==> config.mk <==
export PLATFORM = sky130hd
export DESIGN_NAME = tsr_top
export DESIGN_NICKNAME = d
export VERILOG_FILES = /design/src/rtl/tsr_pkg.sv /design/src/rtl/tsr_sync.sv /design/src/rtl/tsr_top.sv /design/src/rtl/tsr_wire3.sv
export VERILOG_INCLUDE_DIRS = /design/src /design/src/rtl
export SDC_FILE = /design/constraint.sdc
export NUM_CORES = 1
export LEC_CHECK = 0
export BUFFER_PORTS_ARGS = -buffer_cell sky130_fd_sc_hd__buf_2
export CAP_MARGIN = 20
export CORE_MARGIN = 2
export CORE_UTILIZATION = 45
export DETAILED_ROUTE_END_ITERATION = 8
export PLACE_DENSITY = 0.63
export SYNTH_ARGS = -nofsm -noshare
export SYNTH_HDL_FRONTEND = slang
export SYNTH_SLANG_ARGS = --single-unit
==> constraint.sdc <==
create_clock -name sys_clk_i -period 2 [get_ports sys_clk_i]
set_clock_uncertainty 0.05 [all_clocks]
set_input_delay 0.1 -clock sys_clk_i [delete_from_list [all_inputs] [get_ports sys_clk_i]]
set_output_delay 0.1 -clock sys_clk_i [all_outputs]
set_load 0.05 [all_outputs]
==> src/rtl/tsr_regs.svh <==
// constants for the tuner synthesizer bus receiver
`ifndef TSR_REGS_SVH
`define TSR_REGS_SVH
// ****************************************
// addressing
// ****************************************
`define TSR_ADDR_HI 5'h18
`define TSR_RW_POS 0
// ****************************************
// byte fields and reset values
// ****************************************
`define TSR_DIV_FLAG_POS 7
`define TSR_RSB_POS 1
`define TSR_CTRL_RST 8'h82
`define TSR_BAND_RST 8'h00
`define TSR_DIV_RST 15'h0000
// ****************************************
// 3-wire frames
// ****************************************
`define TSR_LEN_SHORT 5'h12
`define TSR_LEN_MID 5'h13
`define TSR_LEN_LONG 5'h1B
`define TSR_LEN_MAX 5'h1F
`define TSR_BAND18_LSB 14
`define TSR_BAND19_LSB 15
`define TSR_CTRL27_LSB 19
`endif

==> src/rtl/tsr_pkg.sv <==
// types shared by the tuner synthesizer bus receiver
package tsr_pkg;
   typedef enum logic [2:0] {
      TSR_IDLE,
      TSR_ADDR,
      TSR_ACK_A,
      TSR_WDATA,
      TSR_ACK_W,
      TSR_RDATA,
      TSR_RACK,
      TSR_SKIP
   } tsr_state_t;

   typedef enum logic [1:0] {
      TSR_W_FRESH,
      TSR_W_DIV2,
      TSR_W_BAND
   } tsr_wkind_t;

   typedef struct packed {
      tsr_state_t state;
      logic [2:0] bitcnt;
      logic byte_done;
      logic [7:0] sh;
      logic [7:0] tx;
      logic drive;
      logic rd_ack;
      tsr_wkind_t wkind;
      logic [6:0] div_hi;
      logic [14:0] divider;
      logic [7:0] control;
      logic [7:0] band;
      logic upd;
      logic scl_d;
      logic sda_d;
   } tsr_main_st_t;

   typedef struct packed {
      logic [26:0] sh;
      logic [4:0] cnt;
      logic cl_d;
      logic en_d;
      logic valid;
      logic [26:0] data;
      logic [4:0] len;
   } tsr_w3_st_t;
endpackage

==> src/rtl/tsr_sync.sv <==
// two-stage synchroniser for pin inputs
`timescale 1ns/1ns
module tsr_sync #(
   parameter int W = 1
) (
   input wire logic sys_clk_i,
   input wire logic resetn_i,
   input wire logic [W-1:0] pin_i,
   output logic [W-1:0] sync_o
);
   typedef struct packed {
      logic [W-1:0] meta;
      logic [W-1:0] stab;
   } tsr_sync_st_t;

   tsr_sync_st_t st_ff;
   tsr_sync_st_t nxt_st;

   // ****************************************
   // stages
   // ****************************************
   always_comb
   begin
      nxt_st.meta = pin_i;
      nxt_st.stab = st_ff.meta;
   end

   // idle bus lines float high
   always_ff @(posedge sys_clk_i)
   begin
      if (!resetn_i)
         st_ff <= '1;
      else
         st_ff <= nxt_st;
   end

   assign sync_o = st_ff.stab;
endmodule

==> src/rtl/tsr_top.sv <==
// tuner synthesizer bus receiver: I2C slave and 3-wire frame decoder
`timescale 1ns/1ns
`include "tsr_regs.svh"
// Notes on behaviour
// [RULE1] format pin high: I2C slave, ack address, data
// [RULE2] full write accepted in either byte order
// [RULE3] shortened writes: divider, control+band, control only
// [RULE4] after read address ack, send status byte
// [RULE5] keep sending status while master acknowledges
// [RULE6] address chosen by address-select input level
// [RULE7] format pin open: use 3-wire protocol
// [RULE8] 3-wire frames of 18, 19, 27 bits
// [RULE9] reset sets ratio select bit to one
// [RULE10] cleared ratio select bit persists over short frames
// [RULE11] foreign address: no ack, ignore until start
// [RULE12] bytes not carried keep previous values
module tsr_top (
   input wire logic sys_clk_i,
   input wire logic resetn_i,
   input wire logic bus_format_select_i,
   input wire logic [1:0] chip_enable_addr_select_i,
   input wire logic scl_i,
   input wire logic sda_i,
   output logic sda_o,
   output logic sda_oe_n_o,
   input wire logic [7:0] status_i,
   output logic [14:0] divider_o,
   output logic [7:0] control_o,
   output logic [7:0] band_o,
   output logic ref_ratio_select_bit_o,
   output logic update_o
);
   // ****************************************
   // pin synchronisers
   // ****************************************
   logic [4:0] pins_s;
   logic scl_s;
   logic sda_s;
   logic fmt_i2c;
   logic [1:0] asel_s;

   tsr_sync #(
      .W(5)
   ) u_sync (
      .sys_clk_i(sys_clk_i),
      .resetn_i(resetn_i),
      .pin_i({chip_enable_addr_select_i, bus_format_select_i, sda_i, scl_i}),
      .sync_o(pins_s)
   );

   assign scl_s = pins_s[0];
   assign sda_s = pins_s[1];
   // open pin reads low through the comparator, so low selects 3-wire
   assign fmt_i2c = pins_s[2]; // [RULE1] [RULE7]
   assign asel_s = pins_s[4:3];

   // ****************************************
   // 3-wire receiver
   // ****************************************
   logic w3_valid;
   logic [4:0] w3_len;
   logic [26:0] w3_data;

   // in 3-wire mode the upper address-select comparator is the enable
   tsr_wire3 u_wire3 (
      .sys_clk_i(sys_clk_i),
      .resetn_i(resetn_i),
      .active_i(!fmt_i2c), // [RULE7]
      .cl_i(scl_s),
      .da_i(sda_s),
      .en_i(asel_s[1]),
      .frame_valid_o(w3_valid),
      .frame_len_o(w3_len),
      .frame_data_o(w3_data)
   );

   // ****************************************
   // state
   // ****************************************
   tsr_pkg::tsr_main_st_t st_ff;
   tsr_pkg::tsr_main_st_t nxt_st;
   tsr_pkg::tsr_main_st_t rst_st;

   logic scl_rise;
   logic scl_fall;
   logic start_det;
   logic stop_det;
   logic [7:0] own_addr;
   logic addr_match;

   assign scl_rise = scl_s && !st_ff.scl_d;
   assign scl_fall = !scl_s && st_ff.scl_d;
   assign start_det = scl_s && st_ff.scl_d && !sda_s && st_ff.sda_d;
   assign stop_det = scl_s && st_ff.scl_d && sda_s && !st_ff.sda_d;
   assign own_addr = {`TSR_ADDR_HI, asel_s, 1'b0}; // [RULE6]
   // direction bit is excluded from the compare
   assign addr_match = (st_ff.sh[7:1] == own_addr[7:1]); // [RULE6]

   always_comb
   begin
      rst_st = '0;
      rst_st.state = tsr_pkg::TSR_IDLE;
      rst_st.wkind = tsr_pkg::TSR_W_FRESH;
      rst_st.divider = `TSR_DIV_RST;
      rst_st.control = `TSR_CTRL_RST; // [RULE9]
      rst_st.band = `TSR_BAND_RST;
      rst_st.scl_d = 1'b1;
      rst_st.sda_d = 1'b1;
   end

   // ****************************************
   // next state
   // ****************************************
   always_comb
   begin
      nxt_st = st_ff;
      nxt_st.upd = 1'b0;
      nxt_st.scl_d = scl_s;
      nxt_st.sda_d = sda_s;
      if (!fmt_i2c)
      begin
         nxt_st.state = tsr_pkg::TSR_IDLE;
         nxt_st.drive = 1'b0;
         if (w3_valid)
         begin
            nxt_st.upd = 1'b1;
            if (w3_len == `TSR_LEN_SHORT)
            begin
               nxt_st.divider = {1'b0, w3_data[13:0]};
               nxt_st.band[3:0] = w3_data[`TSR_BAND18_LSB +: 4];
            end
            else
            begin
               nxt_st.divider = w3_data[14:0];
               nxt_st.band[3:0] = w3_data[`TSR_BAND19_LSB +: 4];
            end
            // short frames leave the ratio select bit alone
            if (w3_len == `TSR_LEN_LONG)
               nxt_st.control = w3_data[`TSR_CTRL27_LSB +: 8]; // [RULE10]
         end
      end
      else if (start_det)
      begin
         nxt_st.state = tsr_pkg::TSR_ADDR; // [RULE11]
         nxt_st.bitcnt = 3'h0;
         nxt_st.byte_done = 1'b0;
         nxt_st.drive = 1'b0;
         nxt_st.wkind = tsr_pkg::TSR_W_FRESH;
      end
      else if (stop_det)
      begin
         nxt_st.state = tsr_pkg::TSR_IDLE; // [RULE3]
         nxt_st.drive = 1'b0;
      end
      else
      begin
         unique case (st_ff.state)
            tsr_pkg::TSR_IDLE, tsr_pkg::TSR_SKIP:
            begin
               nxt_st.drive = 1'b0;
            end
            tsr_pkg::TSR_ADDR, tsr_pkg::TSR_WDATA:
            begin
               if (scl_rise)
               begin
                  nxt_st.sh = {st_ff.sh[6:0], sda_s};
                  nxt_st.bitcnt = st_ff.bitcnt + 3'h1;
                  nxt_st.byte_done = (st_ff.bitcnt == 3'h7);
               end
               else if (scl_fall && st_ff.byte_done)
               begin
                  nxt_st.byte_done = 1'b0;
                  nxt_st.bitcnt = 3'h0;
                  if (st_ff.state == tsr_pkg::TSR_ADDR)
                  begin
                     if (addr_match)
                     begin
                        nxt_st.state = tsr_pkg::TSR_ACK_A; // [RULE1]
                        nxt_st.drive = 1'b1;
                     end
                     else
                     begin
                        nxt_st.state = tsr_pkg::TSR_SKIP; // [RULE11]
                     end
                  end
                  else
                  begin
                     nxt_st.state = tsr_pkg::TSR_ACK_W; // [RULE1]
                     nxt_st.drive = 1'b1;
                     nxt_st.upd = 1'b1;
                     unique case (st_ff.wkind)
                        tsr_pkg::TSR_W_DIV2:
                        begin
                           nxt_st.divider = {st_ff.div_hi, st_ff.sh};
                           nxt_st.wkind = tsr_pkg::TSR_W_FRESH;
                        end
                        tsr_pkg::TSR_W_BAND:
                        begin
                           nxt_st.band = st_ff.sh;
                           nxt_st.wkind = tsr_pkg::TSR_W_FRESH;
                        end
                        default:
                        begin
                           // leading bit picks divider pair or control pair
                           if (!st_ff.sh[`TSR_DIV_FLAG_POS]) // [RULE2]
                           begin
                              // divider held back until both halves arrive
                              nxt_st.div_hi = st_ff.sh[6:0]; // [RULE12]
                              nxt_st.wkind = tsr_pkg::TSR_W_DIV2;
                              nxt_st.upd = 1'b0;
                           end
                           else
                           begin
                              nxt_st.control = st_ff.sh; // [RULE3]
                              nxt_st.wkind = tsr_pkg::TSR_W_BAND;
                           end
                        end
                     endcase
                  end
               end
            end
            tsr_pkg::TSR_ACK_A:
            begin
               if (scl_fall)
               begin
                  if (st_ff.sh[`TSR_RW_POS])
                  begin
                     nxt_st.state = tsr_pkg::TSR_RDATA; // [RULE4]
                     nxt_st.tx = status_i;
                     nxt_st.drive = !status_i[7];
                  end
                  else
                  begin
                     nxt_st.state = tsr_pkg::TSR_WDATA;
                     nxt_st.drive = 1'b0;
                  end
               end
            end
            tsr_pkg::TSR_ACK_W:
            begin
               if (scl_fall)
               begin
                  nxt_st.state = tsr_pkg::TSR_WDATA;
                  nxt_st.drive = 1'b0;
               end
            end
            tsr_pkg::TSR_RDATA:
            begin
               if (scl_fall)
               begin
                  if (st_ff.bitcnt == 3'h7)
                  begin
                     nxt_st.state = tsr_pkg::TSR_RACK;
                     nxt_st.drive = 1'b0;
                     nxt_st.bitcnt = 3'h0;
                  end
                  else
                  begin
                     nxt_st.tx = {st_ff.tx[6:0], 1'b0};
                     nxt_st.drive = !st_ff.tx[6]; // [RULE4]
                     nxt_st.bitcnt = st_ff.bitcnt + 3'h1;
                  end
               end
            end
            tsr_pkg::TSR_RACK:
            begin
               if (scl_rise)
               begin
                  nxt_st.rd_ack = !sda_s;
               end
               else if (scl_fall)
               begin
                  if (st_ff.rd_ack)
                  begin
                     // fresh status snapshot for every byte
                     nxt_st.state = tsr_pkg::TSR_RDATA; // [RULE5]
                     nxt_st.tx = status_i;
                     nxt_st.drive = !status_i[7];
                  end
                  else
                  begin
                     nxt_st.state = tsr_pkg::TSR_SKIP; // [RULE5]
                  end
               end
            end
         endcase
      end
   end

   // ****************************************
   // registers
   // ****************************************
   always_ff @(posedge sys_clk_i)
   begin
      if (!resetn_i)
         st_ff <= rst_st;
      else
         st_ff <= nxt_st;
   end

   // ****************************************
   // outputs
   // ****************************************
   // open drain: only ever pulls low
   assign sda_o = 1'b0;
   assign sda_oe_n_o = !st_ff.drive;
   assign divider_o = st_ff.divider;
   assign control_o = st_ff.control;
   assign band_o = st_ff.band;
   assign ref_ratio_select_bit_o = st_ff.control[`TSR_RSB_POS]; // [RULE9] [RULE10]
   assign update_o = st_ff.upd;
endmodule

==> src/rtl/tsr_wire3.sv <==
// 3-wire serial frame receiver
`timescale 1ns/1ns
`include "tsr_regs.svh"
module tsr_wire3 (
   input wire logic sys_clk_i,
   input wire logic resetn_i,
   input wire logic active_i,
   input wire logic cl_i,
   input wire logic da_i,
   input wire logic en_i,
   output logic frame_valid_o,
   output logic [4:0] frame_len_o,
   output logic [26:0] frame_data_o
);
   tsr_pkg::tsr_w3_st_t st_ff;
   tsr_pkg::tsr_w3_st_t nxt_st;

   // ****************************************
   // shift and length check
   // ****************************************
   always_comb
   begin
      nxt_st = st_ff;
      nxt_st.valid = 1'b0;
      nxt_st.cl_d = cl_i;
      nxt_st.en_d = en_i;
      if (!active_i)
      begin
         nxt_st.cnt = 5'h00;
      end
      else if (en_i && !st_ff.en_d)
      begin
         nxt_st.cnt = 5'h00;
      end
      else if (en_i && cl_i && !st_ff.cl_d)
      begin
         nxt_st.sh = {st_ff.sh[25:0], da_i};
         // saturate so an overlong frame never aliases to a legal length
         if (st_ff.cnt != `TSR_LEN_MAX)
            nxt_st.cnt = st_ff.cnt + 5'h01;
      end
      else if (!en_i && st_ff.en_d)
      begin
         if (st_ff.cnt == `TSR_LEN_SHORT || st_ff.cnt == `TSR_LEN_MID
             || st_ff.cnt == `TSR_LEN_LONG) // [RULE8]
         begin
            nxt_st.valid = 1'b1;
            nxt_st.len = st_ff.cnt;
            nxt_st.data = st_ff.sh;
         end
      end
   end

   always_ff @(posedge sys_clk_i)
   begin
      if (!resetn_i)
         st_ff <= '0;
      else
         st_ff <= nxt_st;
   end

   assign frame_valid_o = st_ff.valid;
   assign frame_len_o = st_ff.len;
   assign frame_data_o = st_ff.data;
endmodule

==> results of run 1 <==
[layer usage]
metal	vias up	GRT usage, %	part of all wire [%]
met1	2401	26.7	47
met3	18	4.70	3.2
li1	2557	-	-
met2	88	31.8	48
met5	-	0	0
met4	0	8.31	1.5
[metrics by stage]
| stage | setup slack [ps] | cell area [µm²] | total power [mW] | std cells |
|---|---|---|---|---|
| floorplan | 191 | 6420 | 3.45 | 739 |
| global placement | 127 | 6750 | 3.61 | 918 |
| detailed placement | 98.8 | 6750 | 3.61 | 918 |
| CTS | 85.9 | 7460 | 6.74 | 961 |
| global route | 0.138 | 7480 | 6.94 | 963 |
| finish | 113 | 7480 | 6.68 | 963 |
[flip-flops by register name (all words and copies together), names as in the netlist]
| register | flops |
|---|---|
| st_ff | 35 |
| u_wire3.st_ff | 34 |
| u_wire3.frame_data_o | 27 |
| divider_o | 15 |
| band_o | 8 |
| control_o | 8 |
| u_sync.nxt_st | 5 |
| u_sync.sync_o | 5 |
| u_wire3.frame_len_o | 5 |
| u_wire3.frame_valid_o | 1 |
| update_o | 1 |
[where the power goes]
part	internal, mW	switching [mW]
clock	1.95	1.15
combinational	0.289	0.360
sequential	2.91	0.0231
[critical path, stage by stage, from the launching register on]
cell	delay, ps
dfxtp_1	420
nand2_1	150
nor4_4	390
buf_4	300
nand2_2	180
mux2i_1	210
nor2b_1	70
[final cells by class]
cell class | instances | area [µm²]
clock inverters | 10 | 110
clock buffers | 21 | 480
inverters | 10 | 37.5
well taps | 180 | 225
multi-input cells | 498 | 3050
repair buffers | 100 | 688
fillers | 1291 | 6460
flip-flops and latches | 144 | 2880
[repair_timing]
item,CTS,global route
endpoints found under the setup margin,0,5
hold endpoints to repair,12,0
resized for setup,0,1
hold buffers,12,0
buffers inserted,0,2
[path summary, 6_finish.rpt]
check,start,to,slack (ps),cells past startpoint
worst max-delay path,st_ff[61],st_ff[35],110,6
worst min-delay path,status_i[7],st_ff[44],50,4
worst max register to register,st_ff[61],st_ff[35],110,6
worst min register to register,u_sync.nxt_st[4],u_sync.sync_o[4],360,1
[kinds of logic (layout without fill, tap and decap cells)]
| logic type | after synthesis | count (layout) | synth area share, % |
|---|---|---|---|
| DFF | 144 | 144 | 44.9 |
| AOI/OAI and AO/OA | 168 | 168 | 18.6 |
| xor gates and xnor gates | 6 | 6 | 0.935 |
| buffers and inverters | 97 | 141 | 7.77 |
| muxes | 34 | 34 | 5.32 |
| and+or+nand+nor | 282 | 282 | 21.1 |
| adders and majority gates | 7 | 7 | 1.36 |
| other | 1 | 1 | 0.0584 |
[cell usage after synthesis (3+ instances only)]
master	n	area, µm²
buf_2	12	60.1
buf_4	32	240
and3_1	7	43.8
nor3_1	6	30.0
a21boi_1	3	22.5
o21a_1	3	22.5
o211a_1	7	70.1
a21boi_0	64	480
a21oi_1	18	90.1
mux2i_1	33	330
nand2b_1	20	125
o21ai_1	10	50.1
and2_1	8	50.1
o22ai_1	3	18.8
nand3_1	19	95.1
xor2_1	3	26.3
nand3b_1	5	37.5
nor2_1	17	63.8
clkbuf_1	42	158
a22o_1	6	52.6
nand2_1	160	601
nand4_1	4	25.0
a22oi_1	14	105
a21o_1	3	22.5
inv_1	9	33.8
dfxtp_1	144	2880
o21ai_0	16	80.1
nor2b_1	20	125
ha_1	7	87.6
==> impl_metrics.csv, run 1 <==
group,metric,value,unit
finish,fin_util,53.7,%
worst_setup_path,path_max_fanout,18,
worst_setup_path,crit_arrival,2140,ps
power,powerDensity,894,nW/µm²
power,peakVddDrop,0.660,mV
floorplan,ios,50,
worst_setup_path,end_kind,"flop",
sta,fin_crit_sh,94.4,%
min_path,hold_path_class,"input port to flop",
place,dp_hpwl,10100,µm
global_route,grt_overflow,0,
sta,rsz0062_at_grt,"false",
cts,cts_made_buffers,17,
detailed_routing,postRouteWirelength,14400,µm
status,outcome,"complete, no violations",
yosys,synth_edf_count,0,
finish,diodes,0,
cts,cts.root.buffer_cell,"clkbuf_16",
yosys,syn-cell-area,6420,µm²
finish,syn2layout_area_growth,16.4,%
yosys,yosys_register_bits,144,
power,power_leakage,3.00,nW
worst_setup_path,worst-setup-path-type,"flop to flop",
cts,cts_max_path_buffers,2,
sta,fin_crit,1890,ps
detailed_routing,drc_errors,0,
global_route,grt_max_degree,70,
cts,tritoncts,"yes",
yosys,ys_warn_count,0,
global_route,grt_pass1_wl,23700,µm
sta,setup_violations,0,
place,port_buffers,48,
floorplan,core_region_area,13900,µm²
finish,final_nets,793,
global_route,grt_pass1_vias,4758,
floorplan,start_util,46.1,%
global_route,grt_usage,20.2,%
floorplan,dieHeight,123,µm
sta,fmax,530,MHz
sta,whs,51.6,ps
floorplan,chipWidth,123,µm
finish,final_common_cell,"nand2_1",
detailed_routing,dr.pass1.iters,5,
yosys,netlist_instances,739,
cts,clkTransAtPathRegs,60,ps
place,place_congestion,0.903,
detailed_routing,wl_per_cell,15.0,µm
cts,cts_sinks,144,
sta,maxSlewHeadroom,63.5,%
detailed_routing,antenna_left,0,
sta,tns,0,ps
sta,tightest_slew,547,ps
run,cap_violations,0,
yosys,syn_nets,761,
yosys,synth_flop_cell,"dfxtp_1",
floorplan,rows,43,
finish,final_layout_size_suffix_gt1_share,16.7,%
cts,clk-insertion-delay-late,420,ps
cts,cts_max_level,4,
finish,layout_common_cells,"160 x nand2_1, 144 x dfxtp_1, 64 x a21boi_0",
worst_setup_path,required,2250,ps
yosys,synth_cell_types,61,
yosys,async_flop_share,0,%
yosys,syn_avg_cell_area,8.69,µm²
floorplan,die-area,15200,µm²
sta,slew_violations,0,
yosys,synth_seq_area_share,44.9,%
detailed_routing,vias,5064,
detailed_routing,drtIter0Drc,278,
worst_setup_path,start_kind,"flop",
sta,hold_viol,0,
detailed_routing,via_per_inst,5.26,
global_route,grt_antenna_before_repair,0,
Power figures use the tool's default switching activity.
==> run 2, diff against run 1 <==
- CORE_UTILIZATION: 45 -> 60
- PLACE_DENSITY: 0.63 -> 0.8
==> run 2 against run 1 <==
Against the previous run: combinational power rose by 2%; clock power up 6.5%; register-to-register slack about the same; sequential power about the same; count of clock-buffer cells in the layout decreased by 1; critical path depth decreased by 1; die area shrank 24%; setup slack lost 11 ps; highest routed layer unchanged.
==> impl_metrics.csv, run 2 (synthesis gave the netlist of run 1 again) <==
group,metric,value,unit
finish,final_nets,792,
floorplan,core_region_area,10400,µm²
run,cap_violations,0,
power,powerDensity,924,nW/µm²
finish,multi_input_area,3070,µm²
min_path,hold_path_class,"input port to flop",
detailed_routing,antenna_left,0,
worst_setup_path,crit_path_max_incr_delay,410,ps
sta,fin_crit_sh,94.9,%
worst_setup_path,r2r-start,"st_ff[57]",
cts,cts_made_buffers,17,
finish,layout_common_cells,"160 x nand2_1, 143 x dfxtp_1, 64 x a21boi_0",
sta,slew_violations,0,
finish,largest_register_ffs,35,
global_route,grt_pass1_vias,4821,
sta,tightest_slew,588,ps
detailed_routing,via_per_inst,5.70,
worst_setup_path,cp_cell_sequence,"or3_1 > nor4_4 > nor3_1 > a221o_1 > o2111a_1",
floorplan,start_util,62.0,%
detailed_routing,dr.pass1.iters,5,
cts,clk-insertion-delay-late,530,ps
global_route,grt_antenna_before_repair,0,
finish,largest-register,"st_ff",
sta,fmax,527,MHz
sta,rsz0062_at_grt,"false",
worst_setup_path,end_kind,"flop",
sta,fin_ws,101,ps
finish,diodes,0,
floorplan,ios,50,
place,place_congestion,0.934,
worst_setup_path,r2r-end,"st_ff[65]",
min_path,hp-start,"sda_i",
place,post-place-ws,102,ps
global_route,grt_overflow,0,
detailed_routing,drtIter0Drc,436,
finish,final_layout_size_suffix_gt1_share,16.5,%
cts,cts_setup_buffers,0,
global_route,grt_pass1_wl,23900,µm
floorplan,rows,37,
cts,cts_sinks,144,
cts,cts_max_path_buffers,2,
place,port_buffers,48,
sta,fin_crit,1900,ps
worst_setup_path,start_kind,"flop",
finish,fillers,766,
floorplan,chipWidth,107,µm
worst_setup_path,worst-setup-path-type,"flop to flop",
power,peakVddDrop,0.535,mV
detailed_routing,wl_per_cell,16.2,µm
detailed_routing,postRouteWirelength,14900,µm
finish,instances_no_fill,919,
cts,cts.root.buffer_cell,"clkbuf_8",
min_path,holdPathEnd,"u_sync.nxt_st[1]",
detailed_routing,drc_errors,0,
status,outcome,"complete, no violations",
worst_setup_path,crit_arrival,2270,ps
place,dp.cells,873,
finish,seq_area,2880,µm²
cts,cts_max_level,4,
sta,hold_viol,0,
finish,final_common_cell,"nand2_1",
sta,tns,0,ps
detailed_routing,vias,5235,
worst_setup_path,cpMaxStageDelayCell,"or3_1",
place,dp_hpwl,9820,µm
global_route,grt_max_degree,78,
worst_setup_path,r2r_slack,100,ps
floorplan,die-area,11600,µm²
power,total_power,6.90,mW
min_path,hold_depth,3,
worst_setup_path,path_max_fanout,2,
sta,setup_violations,0,
floorplan,dieHeight,107,µm
sta,maxSlewHeadroom,60.8,%
worst_setup_path,path_buf_inv,0,
cts,tritoncts,"yes",
global_route,grt_usage,26.7,%
cts,clkTransAtPathRegs,60,ps
worst_setup_path,worst_r2r_path_depth,5,
worst_setup_path,required,2370,ps
power,power_leakage,3.00,nW
finish,fin_util,72.0,%
worst_setup_path,critPathTopFamily,"simple AND/OR/NAND/NOR gates",
finish,syn2layout_area_growth,16.2,%
[run 2: changes by cell type in the layout (fill, tap and decap cells not counted), sizes merged]
cell	change
bufinv	+2
inv	+3
buf	-3
dlygate4sd3	+2
clkbuf	-1
clkinv	-3
[run 2: timing repair]
action | CTS | global route
hold buffers | 14 | 0
endpoints found under the setup margin | 0 | 2
resized for setup | 0 | 4
endpoints found under the hold margin | 18 | 0
[run 2: worst max path at each step]
stage	endpoint	depth (start not counted)	slack, ps	startpoint
floorplan	control_o[3]	7	190	st_ff[66]
global placement	st_ff[44]	5	130	st_ff[57]
detailed placement	u_wire3.st_ff[38]	7	100	u_wire3.st_ff[35]
finish	st_ff[65]	5	100	st_ff[57]
global route	st_ff[39]	6	5	st_ff[61]
CTS	u_wire3.st_ff[38]	7	80	u_wire3.st_ff[35]
[run 2: worst register-to-register path: cells and delay by family (launching register included)]
kind	cells	cell delay, ps
simple gates	3	840
compound gates	2	590
flops	1	310
[run 2: through the flow]
step	hold WS (ps)	cell area (µm²)
3_5_place_dp	239	6690
5_1_grt	248	7460
4_1_cts	226	7440
3_3_place_gp	237	6690
2_1_floorplan	151	6420
6_report	241	7460
[run 2: where the power goes]
group          leakage (nW)  internal (mW)  switching (mW)  total, mW
Clock                 0.300           2.07            1.23       3.30
Sequential             1.16           2.91          0.0309       2.94
Combinational          1.53          0.299           0.363      0.663
[run 2: cell type report]
type / instances / area share (%)
multi-input cells: 498 / 41.1
flip-flops and latches: 144 / 38.6
repair buffers: 99 / 9.19
clock buffers: 20 / 5.83
clock inverters: 12 / 2.43
well taps: 136 / 2.28
inverters: 10 / 0.503
[run 2: routing by layer]
metal	wire (µm)	global-route usage [%]	vias up
met5	0	0	-
met4	289	10.1	0
met3	736	6.23	27
met2	7440	44.6	148
met1	6450	33.5	2509
li1	-	-	2551
==> run 3, diff against run 2 <==
- CELL_PAD_IN_SITES_DETAIL_PLACEMENT: default -> 0
- CELL_PAD_IN_SITES_GLOBAL_PLACEMENT: default -> 1
- CORE_UTILIZATION: 60 -> 46
==> run 3 against run 2 <==
Against the previous run: die area is 29% higher; global-route usage is 6.1 points lower; critical path depth is the same; count of clock-buffer cells in the layout fell by 2; core utilization fell by 17 points; largest cell class unchanged.
==> impl_metrics.csv, run 3 (synthesis gave the netlist of run 1 again) <==
group,metric,value,unit
status,outcome,"complete, no violations",
worst_setup_path,r2r-end,"st_ff[65]",
floorplan,die-area,14900,µm²
cts,clk-insertion-delay-late,420,ps
cts,tritoncts,"yes",
finish,final_layout_size_suffix_gt1_share,16.8,%
cts,cts_made_buffers,17,
sta,tns,0,ps
cts,cts_sinks,144,
worst_setup_path,end_kind,"flop",
power,peakVddDrop,0.549,mV
power,power_leakage,3.02,nW
worst_setup_path,crit_path_max_incr_delay,380,ps
run,cap_violations,0,
finish,syn2layout_area_growth,17.4,%
min_path,hp-start,"status_i[7]",
place,placed_cell_area,6790,µm²
worst_setup_path,path_max_fanout,2,
global_route,grt_usage,20.6,%
cts,cts.root.buffer_cell,"clkbuf_16",
sta,tightest_slew,566,ps
finish,largest-register,"st_ff",
worst_setup_path,cp_cell_sequence,"or3_1 > nor4_2 > nor3_1 > a221o_1 > o2111a_1",
worst_setup_path,worst_r2r_path_depth,5,
worst_setup_path,start_kind,"flop",
detailed_routing,dr.pass1.iters,5,
place,post-place-ws,117,ps
place,port_buffers,48,
worst_setup_path,r2r-start,"st_ff[57]",
cts,cts_max_level,4,
detailed_routing,via_per_inst,5.31,
sta,maxSlewHeadroom,62.3,%
min_path,hold_depth,4,
floorplan,rows,43,
cts,clkTransAtPathRegs,60,ps
min_path,holdPathEnd,"st_ff[44]",
sta,fin_crit,1870,ps
finish,fin_area,7540,µm²
detailed_routing,postRouteWirelength,14600,µm
place,dp.cells,920,
finish,largest_register_ffs,35,
sta,fmax,536,MHz
place,dp_hpwl,9990,µm
sta,rsz0062_at_grt,"false",
place,place_congestion,0.890,
floorplan,ios,50,
min_path,hold_path_class,"input port to flop",
finish,layout_common_cells,"160 x nand2_1, 144 x dfxtp_1, 64 x a21boi_0",
finish,final_nets,794,
global_route,grt_pass1_wl,23800,µm
power,powerDensity,912,nW/µm²
floorplan,dieHeight,122,µm
cts,cts_max_path_buffers,2,
finish,final_common_cell,"nand2_1",
finish,diodes,0,
detailed_routing,drc_errors,0,
detailed_routing,antenna_left,0,
worst_setup_path,required,2260,ps
worst_setup_path,crit_arrival,2130,ps
detailed_routing,wl_per_cell,15.1,µm
worst_setup_path,worst-setup-path-type,"flop to flop",
sta,slew_violations,0,
detailed_routing,vias,5125,
detailed_routing,drtIter0Drc,375,
finish,fillers,1256,
floorplan,start_util,46.6,%
global_route,grt_overflow,0,
sta,fin_ws,134,ps
worst_setup_path,cpMaxStageDelayCell,"or3_1",
finish,instances_no_fill,965,
sta,fin_crit_sh,93.3,%
global_route,grt_antenna_before_repair,0,
power,total_power,6.88,mW
worst_setup_path,r2r_slack,130,ps
floorplan,chipWidth,122,µm
sta,whs,31.2,ps
global_route,grt_pass1_vias,4875,
sta,setup_violations,0,
finish,fin_util,54.8,%
cts,cts_setup_buffers,0,
global_route,grt_max_degree,68,
sta,hold_viol,0,
floorplan,core_region_area,13800,µm²
[run 3: cell count changes in the layout (fill, tap and decap cells not counted), moves of 2 or more]
cell      change
clkinv_2      +3
clkbuf_8      -2
buf_12        +2
inv_6         -3
[run 3: report_power, final]
| group | leakage [nW] | internal [mW] | switching (mW) | total (mW) |
|---|---|---|---|---|
| combinational | 1.56 | 0.295 | 0.352 | 0.646 |
| sequential | 1.16 | 2.91 | 0.0305 | 2.94 |
| clock | 0.305 | 2.09 | 1.21 | 3.30 |
| total | 3.02 | 5.29 | 1.60 | 6.88 |
[run 3: how the worst max path moves through the flow]
stage | slack, ps | from | depth (start not counted) | end
finish | 130 | st_ff[57] | 5 | st_ff[65]
global route | 0.7 | u_sync.sync_o[0] | 7 | band_o[3]
CTS | 90 | u_wire3.st_ff[35] | 7 | u_wire3.st_ff[38]
detailed placement | 120 | u_wire3.st_ff[35] | 7 | u_wire3.st_ff[38]
global placement | 130 | u_sync.sync_o[0] | 7 | band_o[3]
floorplan | 190 | st_ff[66] | 7 | control_o[3]
[run 3: metal layers]
layer  GRT usage (%)  wire, µm  part of all wire [%]
met5               0         0                     0
met4            8.69       277                   1.9
met3            4.26       570                   3.9
met2            33.8      7120                    49
met1            26.3      6640                    45
[run 3: timing repair]
action                                  4_1_cts  5_1_grt
hold buffers                                 13        0
endpoints found under the setup margin        0        3
hold endpoints to repair                     15        0
gates resized for setup                       0        2
[run 3: critical path: cells and delay by family (launching register included)]
kind	cells	cell delay, ps
simple gates	3	820
compound gates	2	580
flops	1	310
[run 3: area by class of cell]
type	instances	area, µm²	share of cell area [%]
Clock buffer	18	429	5.69
Clock inverter	14	190	2.52
Inverter	10	37.5	0.498
Multi-Input combinational cell	498	3060	40.5
Sequential cell	144	2880	38.2
Tap cell	180	225	2.99
Timing Repair Buffer	101	723	9.59
